**config.mk**
```make
export PLATFORM = sky130hd
export DESIGN_NAME = pcg_top
export DESIGN_NICKNAME = d
export VERILOG_FILES = /design/src/shared/pcg_pkg.sv /design/src/hdl/pcg_sync.sv /design/src/hdl/pcg_top.sv
export VERILOG_INCLUDE_DIRS = /design/src /design/src/shared
export SDC_FILE = /design/constraint.sdc
export NUM_CORES = 1
export LEC_CHECK = 0
export BUFFER_PORTS_ARGS = -buffer_cell sky130_fd_sc_hd__buf_2
export CORE_UTILIZATION = 48
export CTS_BUF_LIST = sky130_fd_sc_hd__clkbuf_4 sky130_fd_sc_hd__clkbuf_8 sky130_fd_sc_hd__clkbuf_16
export DETAILED_ROUTE_END_ITERATION = 8
export GPL_TIMING_DRIVEN = 0
export PLACE_DENSITY_LB_ADDON = 0.1
export SLEW_MARGIN = 20
export SYNTH_ARGS = -nofsm -noshare
export SYNTH_HDL_FRONTEND = slang
export SYNTH_SLANG_ARGS = --single-unit
```
**constraint.sdc**
```tcl
create_clock -name sys_clk -period 2.62 [get_ports sys_clk]
set_clock_uncertainty 0.2 [all_clocks]
set_input_delay 0.655 -clock sys_clk [delete_from_list [all_inputs] [get_ports sys_clk]]
set_output_delay 0.655 -clock sys_clk [all_outputs]
set_load 0.005 [all_outputs]
```
**src/shared/pcg_regs.svh**
```systemverilog
// Purpose: Offsets, field positions, reset values for peripheral clock gating
// Assumes: APB byte addresses, one aligned 32-bit word per register
// Notes:   Offsets for group 0 and group 1 run/sleep/deep-sleep, and mode, are chosen
`ifndef PCG_REGS_SVH
`define PCG_REGS_SVH
`define PCG_OFS_RUN0       12'h100
`define PCG_OFS_RUN1       12'h104
`define PCG_OFS_SLP0       12'h110
`define PCG_OFS_SLP1       12'h114
`define PCG_OFS_DSL0       12'h120
`define PCG_OFS_DSL1       12'h124
`define PCG_OFS_MODE       12'h130
`define PCG_RST_GRP0       32'h00000040
`define PCG_RST_GRP1       32'h00000000
`define PCG_MASK_GRP0      32'h01010348
`define PCG_MASK_GRP1      32'h030f5033
`define PCG_MASK_MODE      32'h00000001
`define PCG_BIT_NET0       24
`define PCG_BIT_CONV0      16
`define PCG_RATE_LO        8
`define PCG_RATE_HI        9
`define PCG_BIT_RETAIN     6
`define PCG_BIT_WDOG       3
`define PCG_BIT_AUTO       0
`define PCG_SYNC_STAGES    2
`endif

```
**src/shared/pcg_pkg.sv**
```systemverilog
// Purpose: Types for peripheral clock gating block
// Assumes: Nothing beyond SystemVerilog
// Notes:   Power mode comes from the power controller
package pcg_pkg;
  typedef enum logic [1:0] {
    PCG_MODE_RUN,
    PCG_MODE_SLEEP,
    PCG_MODE_DEEP
  } pcg_mode_t;
  typedef enum logic [1:0] {
    PCG_RATE_125K = 2'h0,
    PCG_RATE_250K = 2'h1,
    PCG_RATE_500K = 2'h2
  } pcg_rate_t;
endpackage

```
**src/hdl/pcg_sync.sv**
```systemverilog
// Purpose: Two-flop synchroniser for a bundle of levels
// Assumes: Inputs come from outside the sys_clk domain
// Notes:   First stage read only by second stage
`timescale 1ns/10ps
module pcg_sync #(
  parameter int WIDTH = 2
) (
  input  wire logic             sys_clk,
  input  wire logic             rst_b,
  input  wire logic [WIDTH-1:0] async_in,
  output logic      [WIDTH-1:0] sync_out
);
  typedef struct packed {
    logic [WIDTH-1:0] meta;
    logic [WIDTH-1:0] held;
  } pcg_sync_state_t;
  pcg_sync_state_t cur;
  pcg_sync_state_t next_cur;
  always_comb begin
    next_cur.meta = async_in;
    next_cur.held = cur.meta;
  end
  always_ff @(posedge sys_clk or negedge rst_b) begin
    if (!rst_b) begin
      cur <= '0;
    end else begin
      cur <= next_cur;
    end
  end
  assign sync_out = cur.held;
endmodule

```
**src/hdl/pcg_top.sv**
```systemverilog
// Purpose: Peripheral clock gating registers with APB slave and fault check
// Assumes: Power mode arrives asynchronously; peripheral accesses are
//          presented by the bus fabric as a same-clock select vector
// Notes:   Enables are registered, so a gate changes only at a clock edge
`timescale 1ns/10ps
`include "pcg_regs.svh"
module pcg_top (
  input  wire logic        sys_clk,
  input  wire logic        rst_b,
  input  wire logic        psel,
  input  wire logic        penable,
  input  wire logic        pwrite,
  input  wire logic [11:0] paddr,
  input  wire logic [31:0] pwdata,
  output logic      [31:0] prdata,
  output logic             pready,
  output logic             pslverr,
  input  wire logic [1:0]  power_mode,
  input  wire logic [31:0] periph_sel0,
  input  wire logic [31:0] periph_sel1,
  input  wire logic        periph_req,
  output logic      [31:0] clk_en_grp0,
  output logic      [31:0] clk_en_grp1,
  output logic      [1:0]  converter_sample_rate,
  output logic             bus_fault
);
  typedef struct packed {
    logic [31:0] run0;
    logic [31:0] run1;
    logic [31:0] slp0;
    logic [31:0] slp1;
    logic [31:0] dsl0;
    logic [31:0] dsl1;
    logic        auto_gating_select;
    logic [31:0] en0;
    logic [31:0] en1;
    logic [1:0]  rate;
    logic [31:0] rdata;
    logic        ready;
    logic        slverr;
    logic        fault;
  } pcg_state_t;

  pcg_state_t cur;
  pcg_state_t next_cur;
  logic [1:0] mode_sync;

  // Mode comes from the power controller, possibly another domain
  pcg_sync #(
    .WIDTH (2)
  ) u_mode_sync (
    .sys_clk  (sys_clk),
    .rst_b    (rst_b),
    .async_in (power_mode),
    .sync_out (mode_sync)
  );

  function automatic logic [31:0] read_word(input pcg_state_t s, input logic [11:0] a);
    unique case (a)
      `PCG_OFS_RUN0: read_word = s.run0;
      `PCG_OFS_RUN1: read_word = s.run1;
      `PCG_OFS_SLP0: read_word = s.slp0;
      `PCG_OFS_SLP1: read_word = s.slp1;
      `PCG_OFS_DSL0: read_word = s.dsl0;
      `PCG_OFS_DSL1: read_word = s.dsl1;
      `PCG_OFS_MODE: read_word = {31'h0, s.auto_gating_select};
      default:       read_word = 32'h0;
    endcase
  endfunction

  function automatic logic is_mapped(input logic [11:0] a);
    is_mapped = (a == `PCG_OFS_RUN0) || (a == `PCG_OFS_RUN1) || (a == `PCG_OFS_SLP0) ||
                (a == `PCG_OFS_SLP1) || (a == `PCG_OFS_DSL0) || (a == `PCG_OFS_DSL1) ||
                (a == `PCG_OFS_MODE);
  endfunction

  logic        access;
  logic        wr;
  logic [31:0] w0;
  logic [31:0] w1;
  pcg_pkg::pcg_mode_t mode;

  always_comb begin
    next_cur = cur;
    access = psel && penable && !cur.ready;
    wr = access && pwrite && is_mapped(paddr);
    w0 = pwdata & `PCG_MASK_GRP0;
    w1 = pwdata & `PCG_MASK_GRP1;
    mode = pcg_pkg::pcg_mode_t'(mode_sync);
    // One wait state: ready rises one cycle into the access phase
    next_cur.ready = access;
    next_cur.slverr = access && !is_mapped(paddr);
    next_cur.rdata = (access && !pwrite) ? read_word(cur, paddr) : 32'h0;
    if (wr) begin
      unique case (paddr)
        `PCG_OFS_RUN0: next_cur.run0 = w0;
        `PCG_OFS_RUN1: next_cur.run1 = w1;
        `PCG_OFS_SLP0: next_cur.slp0 = w0;
        `PCG_OFS_SLP1: next_cur.slp1 = w1;
        `PCG_OFS_DSL0: next_cur.dsl0 = w0;
        `PCG_OFS_DSL1: next_cur.dsl1 = w1;
        default:       next_cur.auto_gating_select = pwdata[`PCG_BIT_AUTO];
      endcase
    end
    // Sleep sets only apply with auto gating; else run set stays in force
    next_cur.en0 = cur.run0;
    next_cur.en1 = cur.run1;
    if (cur.auto_gating_select) begin
      unique case (mode)
        pcg_pkg::PCG_MODE_SLEEP: begin
          next_cur.en0 = cur.slp0;
          next_cur.en1 = cur.slp1;
        end
        pcg_pkg::PCG_MODE_DEEP: begin
          next_cur.en0 = cur.dsl0;
          next_cur.en1 = cur.dsl1;
        end
        default: begin
          next_cur.en0 = cur.run0;
          next_cur.en1 = cur.run1;
        end
      endcase
    end
    next_cur.rate = next_cur.en0[`PCG_RATE_HI:`PCG_RATE_LO];
    // Any access to a peripheral whose enable is clear faults
    next_cur.fault = periph_req &&
                     (|(periph_sel0 & ~cur.en0) || |(periph_sel1 & ~cur.en1));
  end

  always_ff @(posedge sys_clk or negedge rst_b) begin
    if (!rst_b) begin
      cur <= '0;
      cur.run0 <= `PCG_RST_GRP0;
      cur.slp0 <= `PCG_RST_GRP0;
      cur.dsl0 <= `PCG_RST_GRP0;
      cur.run1 <= `PCG_RST_GRP1;
      cur.slp1 <= `PCG_RST_GRP1;
      cur.dsl1 <= `PCG_RST_GRP1;
    end else begin
      cur <= next_cur;
    end
  end

  assign prdata = cur.rdata;
  assign pready = cur.ready;
  assign pslverr = cur.slverr;
  assign clk_en_grp0 = cur.en0 & `PCG_MASK_GRP0 & ~32'h00000300;
  assign clk_en_grp1 = cur.en1;
  assign converter_sample_rate = cur.rate;
  assign bus_fault = cur.fault;
endmodule

```
# After elaboration in Yosys (flattened, before gate mapping)
# Cells that the tools add are included.
[totals] register_bits=160 in_bits=116 output_inout_bits=101 word_cells=61
[op_classes] n_eq_ne=9 mux=4 bitwise_logic=5 reduce_logical=27
[op_table] cell="26-bit case mux with 7 select lines" n=1
[op_table] cell="57-bit case mux with 2 select lines" n=1
[op_table] cell="12-bit by 9-bit equality test with 1-bit output, second input constant" n=7
[op_table] cell="32-bit AND" n=2
[op_table] cell="32-bit inverter" n=2
[op_table] cell="32-bit OR reduction" n=2
[op_table] cell="57-bit 2-to-1 mux" n=1
[op_table] cell="32-bit 2-to-1 mux" n=1
[op_table] cell="2-bit AND reduction" n=7
[op_table] cell="1-bit logical AND" n=7
[op_table] cell="1-bit logical OR" n=7
[op_table] cell="6-bit OR reduction" n=1
[op_table] cell="1-bit logical NOT" n=3
[op_table] cell="2-bit by 1-bit equality test with 1-bit output, second input constant" n=1
[op_table] cell="2-bit equality test, second input constant" n=1
[op_table] cell="1-bit inverter" n=1

# Logic depth before layout (Yosys ltp)
# Gate-level depths: netlist (run 1).
[depth] depth_word=9 depth_mapped=7 mapped_depth_nobuf=5

# By module
# Synthesis (run 1) repeated with hierarchy kept, for this count alone.
[unflattened] cells_unflattened=469 hier_area_um2=5144.9
[by_module_without_submodules] module="pcg_top" n_inst=1 cells_per_inst=463 area_each_um2=5029.8 seq_area_each_um2=2306.0
[by_module_without_submodules] module="pcg_sync" n_inst=1 cells_per_inst=6 area_each_um2=115.1 seq_area_each_um2=100.1

# Worst setup path after synthesis (run 1)
# Ideal clock, no wire load.
[synth_timing] kind="input port to flip-flop" start="input paddr[4]" end="register cur[103] (netlist name)" setup_ns=0.125 arrival_time_ns=2.242 t_required_ns=2.295 slack_ns=0.053 path_stages=6 path_buffers=2 cell_sequence="clkbuf_1 nor4b_2 inv_2 nor3_1 buf_4 mux2_2"
[synth_between] elab_chain_len=9 elab_cells_between_ends=15 cone_classes="eq/ne: 7; reduce/logical: 8"
[synth_rtl] element="from (decl)" line_no="pcg_top.sv:13" source="input wire logic [11:0] paddr,"
[synth_rtl] element="12-bit by 9-bit equality test with 1-bit output"
[synth_rtl] element="1-bit logical OR (6 in a row)" line_no="pcg_top.sv:72" source="is_mapped = (a == `PCG_OFS_RUN0) || (a == `PCG_OFS_RUN1) || (a == `PCG_OFS_SLP0) ||"
[synth_rtl] element="1-bit logical AND" line_no="pcg_top.sv:86" source="wr = access && pwrite && is_mapped(paddr);"
[synth_rtl] element="2-bit AND reduction (no source line) (*)"
[synth_rtl] element="to (signal assigned)" line_no="pcg_top.sv:140" source="cur <= next_cur;"
[synth_rtl] element="to (decl)" line_no="pcg_top.sv:44" source="pcg_state_t cur;"
# Every way passes the cells marked *; elsewhere a longest branch is shown, timed or not.
# A chain may end at the register's enable or synchronous reset.

==> flow_metrics.tcl, run 1 <==
set metrics [dict create \
    ys_ff_latch 96 \
    synth-edff-count 0 \
    drive_above_1_share_pct 47.0 \
    fin_crit_sh_pct 97.0 \
    cts-root-buf "clkbuf_8" \
    r2r_setup_slack_ns 0.29 \
    die_w_um 105 \
    fmax_ghz 0.393 \
    crit_fanout 10 \
    synth_top_area_share_pct 45.4 \
    grt_usage_pct 24.4 \
    avgRoutedWirePerCell_um 16.2 \
    final_hold_viol_count 0 \
    crit_type "in -> reg" \
    first_iter_violations 205 \
    rr_endpoint "clk_en_grp0[3]" \
    holdPathEnd "u_mode_sync.sync_out[0]" \
    cts_sinks 96 \
    routed_via_density 4.96 \
    yosys-top-cells-area "dfrtp_1 45%, buf_4 15%, mux2_2 9.4%" \
    end_kind "flop" \
    drc_errors 0 \
    area_delta_synth_final_pct 28.0 \
    fill_cells 866 \
    cp-start-kind "primary input" \
    final_common_cell "buf_2" \
    ys_warn_count 0 \
    syn_area_per_cell_um2 11.0 \
    hpwl_um 10000 \
    async_flop_share_pct 100 \
    ys_types 49 \
    die_h_um 105 \
    final_cell_mix "137 x buf_2, 108 x buf_4, 93 x dfrtp_1" \
    clk_path_buf_depth 2 \
    core_um2 10300 \
    cts_made_buffers 9 \
    slew_headroom_pct 57.4 \
    maxCapViolCount 0 \
    final_nets 804 \
    dp_cells 803 \
    overflow 0 \
    maxSlewViolCount 0 \
    cp.required_ns 2.63 \
    status "complete, no violations" \
    start_util_pct 49.7 \
    cts_tree "yes" \
    vias 4103 \
    io_buffers 136 \
    cp.arrival_ns 2.56 \
    ys.flop_type "dfrtp_1" \
    min_path_cells 0 \
    setup_tns_ns 0 \
    io_pins 217 \
    tightest_slew_ns 0.640 \
    grt_pass1_vias 4085 \
    dieArea_um2 11100 \
    yosysSeqAreaShare_pct 46.9 \
    peakVddDrop_mv 0.260 \
    finalCriticalPeriod_ns 2.54 \
    ant_nets 0 \
    fin_cells 827 \
    antenna_found_initial 0 \
    core.rowCount 37 \
    grt_max_degree 80 \
    place_congestion 0.820 \
    synth_area_um2 5130 \
    netlist_instances 467 \
    diodes 0 \
    setup_viol 0 \
    r2r_cells 6 \
    grt_pass1_wl_um 20700 \
    dr.pass1.iters 4 \
    hold_path.class "reg -> reg" \
    powerDensity_nw_per_um2 416 \
    wl_um 13400 \
    synth_top_area_cell "dfrtp_1" \
    r2r_start "u_mode_sync.sync_out[1]" \
    p_leak_nw 3.52 \
    clkLatencyLatePin_ns 0.36 \
    min_from "u_mode_sync.cur[2]" \
    htree_num_levels 3 \
    clk_pin_slew_ns 0.09 \
]
[where the power goes]
part / total (mW) / switching (mW) / internal, mW
Clock: 0.946 / 0.508 / 0.438
Combinational: 0.298 / 0.151 / 0.147
Sequential: 1.49 / 0.00275 / 1.49
Total: 2.73 / 0.662 / 2.07
[per-layer routing]
metal / vias up / global-route usage [%] / wire length, µm
met5: - / 0 / 0
li1: 1935 / - / -
met4: 0 / 8.65 / 250
met1: 1974 / 28.7 / 5340
met2: 175 / 45.3 / 7010
met3: 19 / 3.22 / 760
[cell usage after synthesis (6+ instances only)]
cell	instances
a21oi_1	16
a221oi_1	14
a22oi_1	18
buf_4	100
clkbuf_1	13
dfrtp_1	93
inv_1	30
mux2_1	6
mux2_2	43
mux2_4	6
nand2_1	7
nand2b_1	7
nand3_1	6
nor2_1	18
nor4_1	14
o22a_1	13
[kinds of logic after synthesis]
logic type / after synthesis / share of synthesized area [%]
adder cells (fa/ha/maj): 2 / 0.488
flip-flops: 96 / 46.9
buffers and inverters: 148 / 18.2
multiplexers: 58 / 13.1
AO/OA/AOI/OAI: 79 / 11.2
AND/OR/NAND/NOR: 83 / 9.98
other: 1 / 0.0731
[critical path, stage by stage]
cell,delay (ns)
buf_2,0.11
buf_1,0.34
nor3b_1,0.38
nand4_4,0.29
or2_0,0.32
a2111oi_0,0.47
[per-stage QoR]
stage,setup slack [ns],hold WS (ns),instance area [µm²],power (mW),util [%]
3_3_place_gp,-0.606,0.136,6220,1.79,60.2
5_1_grt,-0.000803,0.174,6560,2.86,63.6
3_5_place_dp,-0.639,0.138,6250,1.80,60.6
2_1_floorplan,0.0529,0.131,5370,1.66,-
4_1_cts,-0.0484,0.160,6490,2.74,62.9
6_report,0.0774,0.158,6560,2.73,63.6
[state kept, by name (all words and copies together), names as in the netlist]
signal,cells
bus_fault,1
clk_en_grp0,4
clk_en_grp1,12
converter_sample_rate,1
cur,56
prdata,16
pready,1
pslverr,1
u_mode_sync.cur,2
u_mode_sync.sync_out,2
[cell type report]
cell class | count | area [µm²] | share of cell area [%]
Timing Repair Buffer | 145 | 777 | 11.8
Buffer | 117 | 822 | 12.5
Inverter | 31 | 116 | 1.77
Multi-Input combinational cell | 286 | 2080 | 31.6
Sequential cell | 96 | 2410 | 36.7
Clock buffer | 13 | 173 | 2.63
Clock inverter | 3 | 23.8 | 0.362
Tap cell | 136 | 170 | 2.59
[worst max path at each step]
stage | slack (ns) | start | endpoint
after floorplan | 0.05 | paddr[4] | cur[103]
after global placement | -0.61 | paddr[4] | cur[103]
after detailed placement | -0.64 | paddr[4] | cur[103]
after CTS | -0.05 | paddr[9] | cur[178]
after global routing | -0.0008 | paddr[2] | prdata[0]
final | 0.08 | paddr[2] | prdata[0]
[what timing repair did]
action / 4_1_cts / 5_1_grt
pin swaps: 1 / 4
resized for setup: 5 / 6
endpoints found under the setup margin: 52 / 49
hold buffers: 1 / 0
endpoints found under the hold margin: 14 / 0
buffers inserted: 0 / 7
Power figures use the tool's default switching activity.
==> run 2: changes to the inputs <==
- SYNTH_HIERARCHICAL: not set -> 1
==> flow_metrics.tcl, run 2 <==
set metrics [dict create \
    clk_pin_slew_ns 0.10 \
    synth_top_area_share_pct 45.2 \
    die_h_um 106 \
    critical_path.top_delay_family "simple AND/OR/NAND/NOR gates" \
    crit_fanout 6 \
    ys_ff_latch 96 \
    clk_path_buf_depth 2 \
    p_leak_nw 3.55 \
    powerDensity_nw_per_um2 427 \
    cp.arrival_ns 2.55 \
    syn_area_per_cell_um2 11.0 \
    htree_num_levels 3 \
    die_w_um 106 \
    place_congestion 0.810 \
    rr_endpoint "clk_en_grp0[24]" \
    r2r_start "u_mode_sync/sync_out[0]" \
    end_kind "flop" \
    peakVddDrop_mv 0.254 \
    core_um2 10400 \
    cts-root-buf "clkbuf_8" \
    routed_via_density 4.99 \
    setup_viol 0 \
    min_path_cells 0 \
    rsz0062_at_grt "no" \
    ant_nets 0 \
    ys_warn_count 6 \
    path_buf_inv 2 \
    drc_errors 0 \
    final_hold_viol_count 0 \
    grt_pass1_wl_um 20400 \
    placed_area_um2 6270 \
    cp.required_ns 2.67 \
    final_cell_mix "138 x buf_2, 110 x buf_4, 93 x dfrtp_1" \
    final_nets 807 \
    cp_common_cell "buf_2" \
    antenna_found_initial 0 \
    synth_area_um2 5140 \
    start_util_pct 49.6 \
    cp_slowest_cell "or3_1" \
    stdcell_area_um2 6580 \
    synth-edff-count 0 \
    drive_above_1_share_pct 47.1 \
    total_power_mw 2.81 \
    ys_types 49 \
    cts_tree "yes" \
    fmax_ghz 0.400 \
    grt_max_degree 63 \
    tightest_slew_ns 0.612 \
    yosysSeqAreaShare_pct 46.8 \
    wl_um 13200 \
    holdPathEnd "u_mode_sync/sync_out[0]" \
    fin_crit_sh_pct 95.4 \
    core.rowCount 37 \
    io_pins 217 \
    dr.pass1.iters 4 \
    vias 4139 \
    avgRoutedWirePerCell_um 15.9 \
    maxCapViolCount 0 \
    netlist_instances 469 \
    dieArea_um2 11100 \
    crit_type "in -> reg" \
    r2r_setup_slack_ns 0.25 \
    crit_chain "buf_2 > nor3_2 > nand4b_1 > or3_1 > buf_2 > mux2_4" \
    synth_top_area_cell "dfrtp_1" \
    maxSlewViolCount 0 \
    hold_path.class "reg -> reg" \
    largest_register_ffs 56 \
    cpPeakStageDelay_ns 0.46 \
    largest_register "cur" \
    first_iter_violations 199 \
    cts_sinks 96 \
    diodes 0 \
    r2r_cells 7 \
    grt_usage_pct 24.0 \
    status "complete, no violations" \
    cp-start-kind "primary input" \
    io_buffers 136 \
    overflow 0 \
    post-synth-top-count-cell "buf_4" \
    min_from "u_mode_sync/cur[2]" \
    slew_headroom_pct 59.2 \
    clkLatencyLatePin_ns 0.36 \
    ys.flop_type "dfrtp_1" \
    async_flop_share_pct 100 \
    grt_pass1_vias 3976 \
    finalCriticalPeriod_ns 2.50 \
    hpwl_um 9950 \
    synthTopCellsByCount "102 x buf_4, 93 x dfrtp_1, 43 x mux2_2, 30 x inv_1" \
    cts_made_buffers 9 \
    yosys-top-cells-area "dfrtp_1 45%, buf_4 15%, mux2_2 9.4%" \
    final_common_cell "buf_2" \
    area_delta_synth_final_pct 27.9 \
]
==> run 2: changes by cell type after synthesis <==
| cell | change |
|---|---|
| buf_4 | +2 |
==> run 2: through the flow <==
stage | setup TNS, ns | instances | setup WS, ns | util (%) | hold slack [ns]
after floorplan | 0 | 532 | 0.0529 | - | 0.131
after global placement | -48.99 | 804 | -0.586 | 60.1 | 0.138
after detailed placement | -32.33 | 805 | -0.640 | 60.4 | 0.141
after CTS | 0 | 826 | 0.00503 | 63.1 | 0.167
after global routing | 0 | 830 | 0.0603 | 63.4 | 0.167
final | 0 | 830 | 0.120 | 63.4 | 0.164
==> run 2: repair_timing <==
action,4_1_cts,5_1_grt
hold endpoints to repair,31,0
hold buffers,1,0
resized for setup,4,4
pin swaps,2,2
buffers inserted,4,4
setup endpoints to repair,53,48
gates cloned,0,0
==> run 2: worst max-delay path by stage <==
stage	slack (ns)	cells past startpoint	to	startpoint
after floorplan	0.05	6	cur[103]	paddr[4]
after global placement	-0.59	7	cur[116]	paddr[4]
after detailed placement	-0.64	7	cur[118]	paddr[4]
after CTS	0.005	8	prdata[8]	paddr[4]
after global routing	0.06	7	clk_en_grp0[24]	u_mode_sync/sync_out[0]
final	0.12	6	cur[265]	paddr[1]
==> run 2: layout make-up <==
class	instances	area, µm²
clock buffer	9	124
sequential	96	2410
buffer	119	836
multi-input combinational	286	2060
inverter	31	116
timing repair buffer	146	785
clock inverter	7	85.1
fill	851	3790
tap	136	170
==> run 2: cell families (layout without fill, tap and decap cells) <==
group	Yosys count	count (layout)	share of synthesized area (%)
buffers and inverters	150	312	18.5
multiplexers	58	58	13.1
other	1	64	0.0729
AO/OA/AOI/OAI	79	79	11.2
adder cells (fa/ha/maj)	2	2	0.486
flip-flops	96	96	46.8
AND/OR/NAND/NOR	83	83	9.95
==> run 2: where the power goes <==
group	leakage, nW	switching [mW]	internal (mW)
Combinational	2.13	0.151	0.149
Sequential	1.32	0.00216	1.49
Clock	0.107	0.556	0.462
==> run 2: worst reg2reg max path, cell delays in order (launching register included) <==
cell and delay (ns):
dfrtp_1 0.38, buf_4 0.13, inv_1 0.05, ha_1 0.14, clkbuf_1 0.41, buf_1 0.47
a22oi_1 0.14, o21ai_0 0.33
==> run 2: per-layer routing <==
metal  wire length (µm)  vias to the layer above  GRT usage, %
met2               6890                      177          43.3
li1                   -                     1944             -
met1               5240                     2000          29.0
met4                205                        0          8.04
met5                  0                        -             0
met3                900                       18          4.21
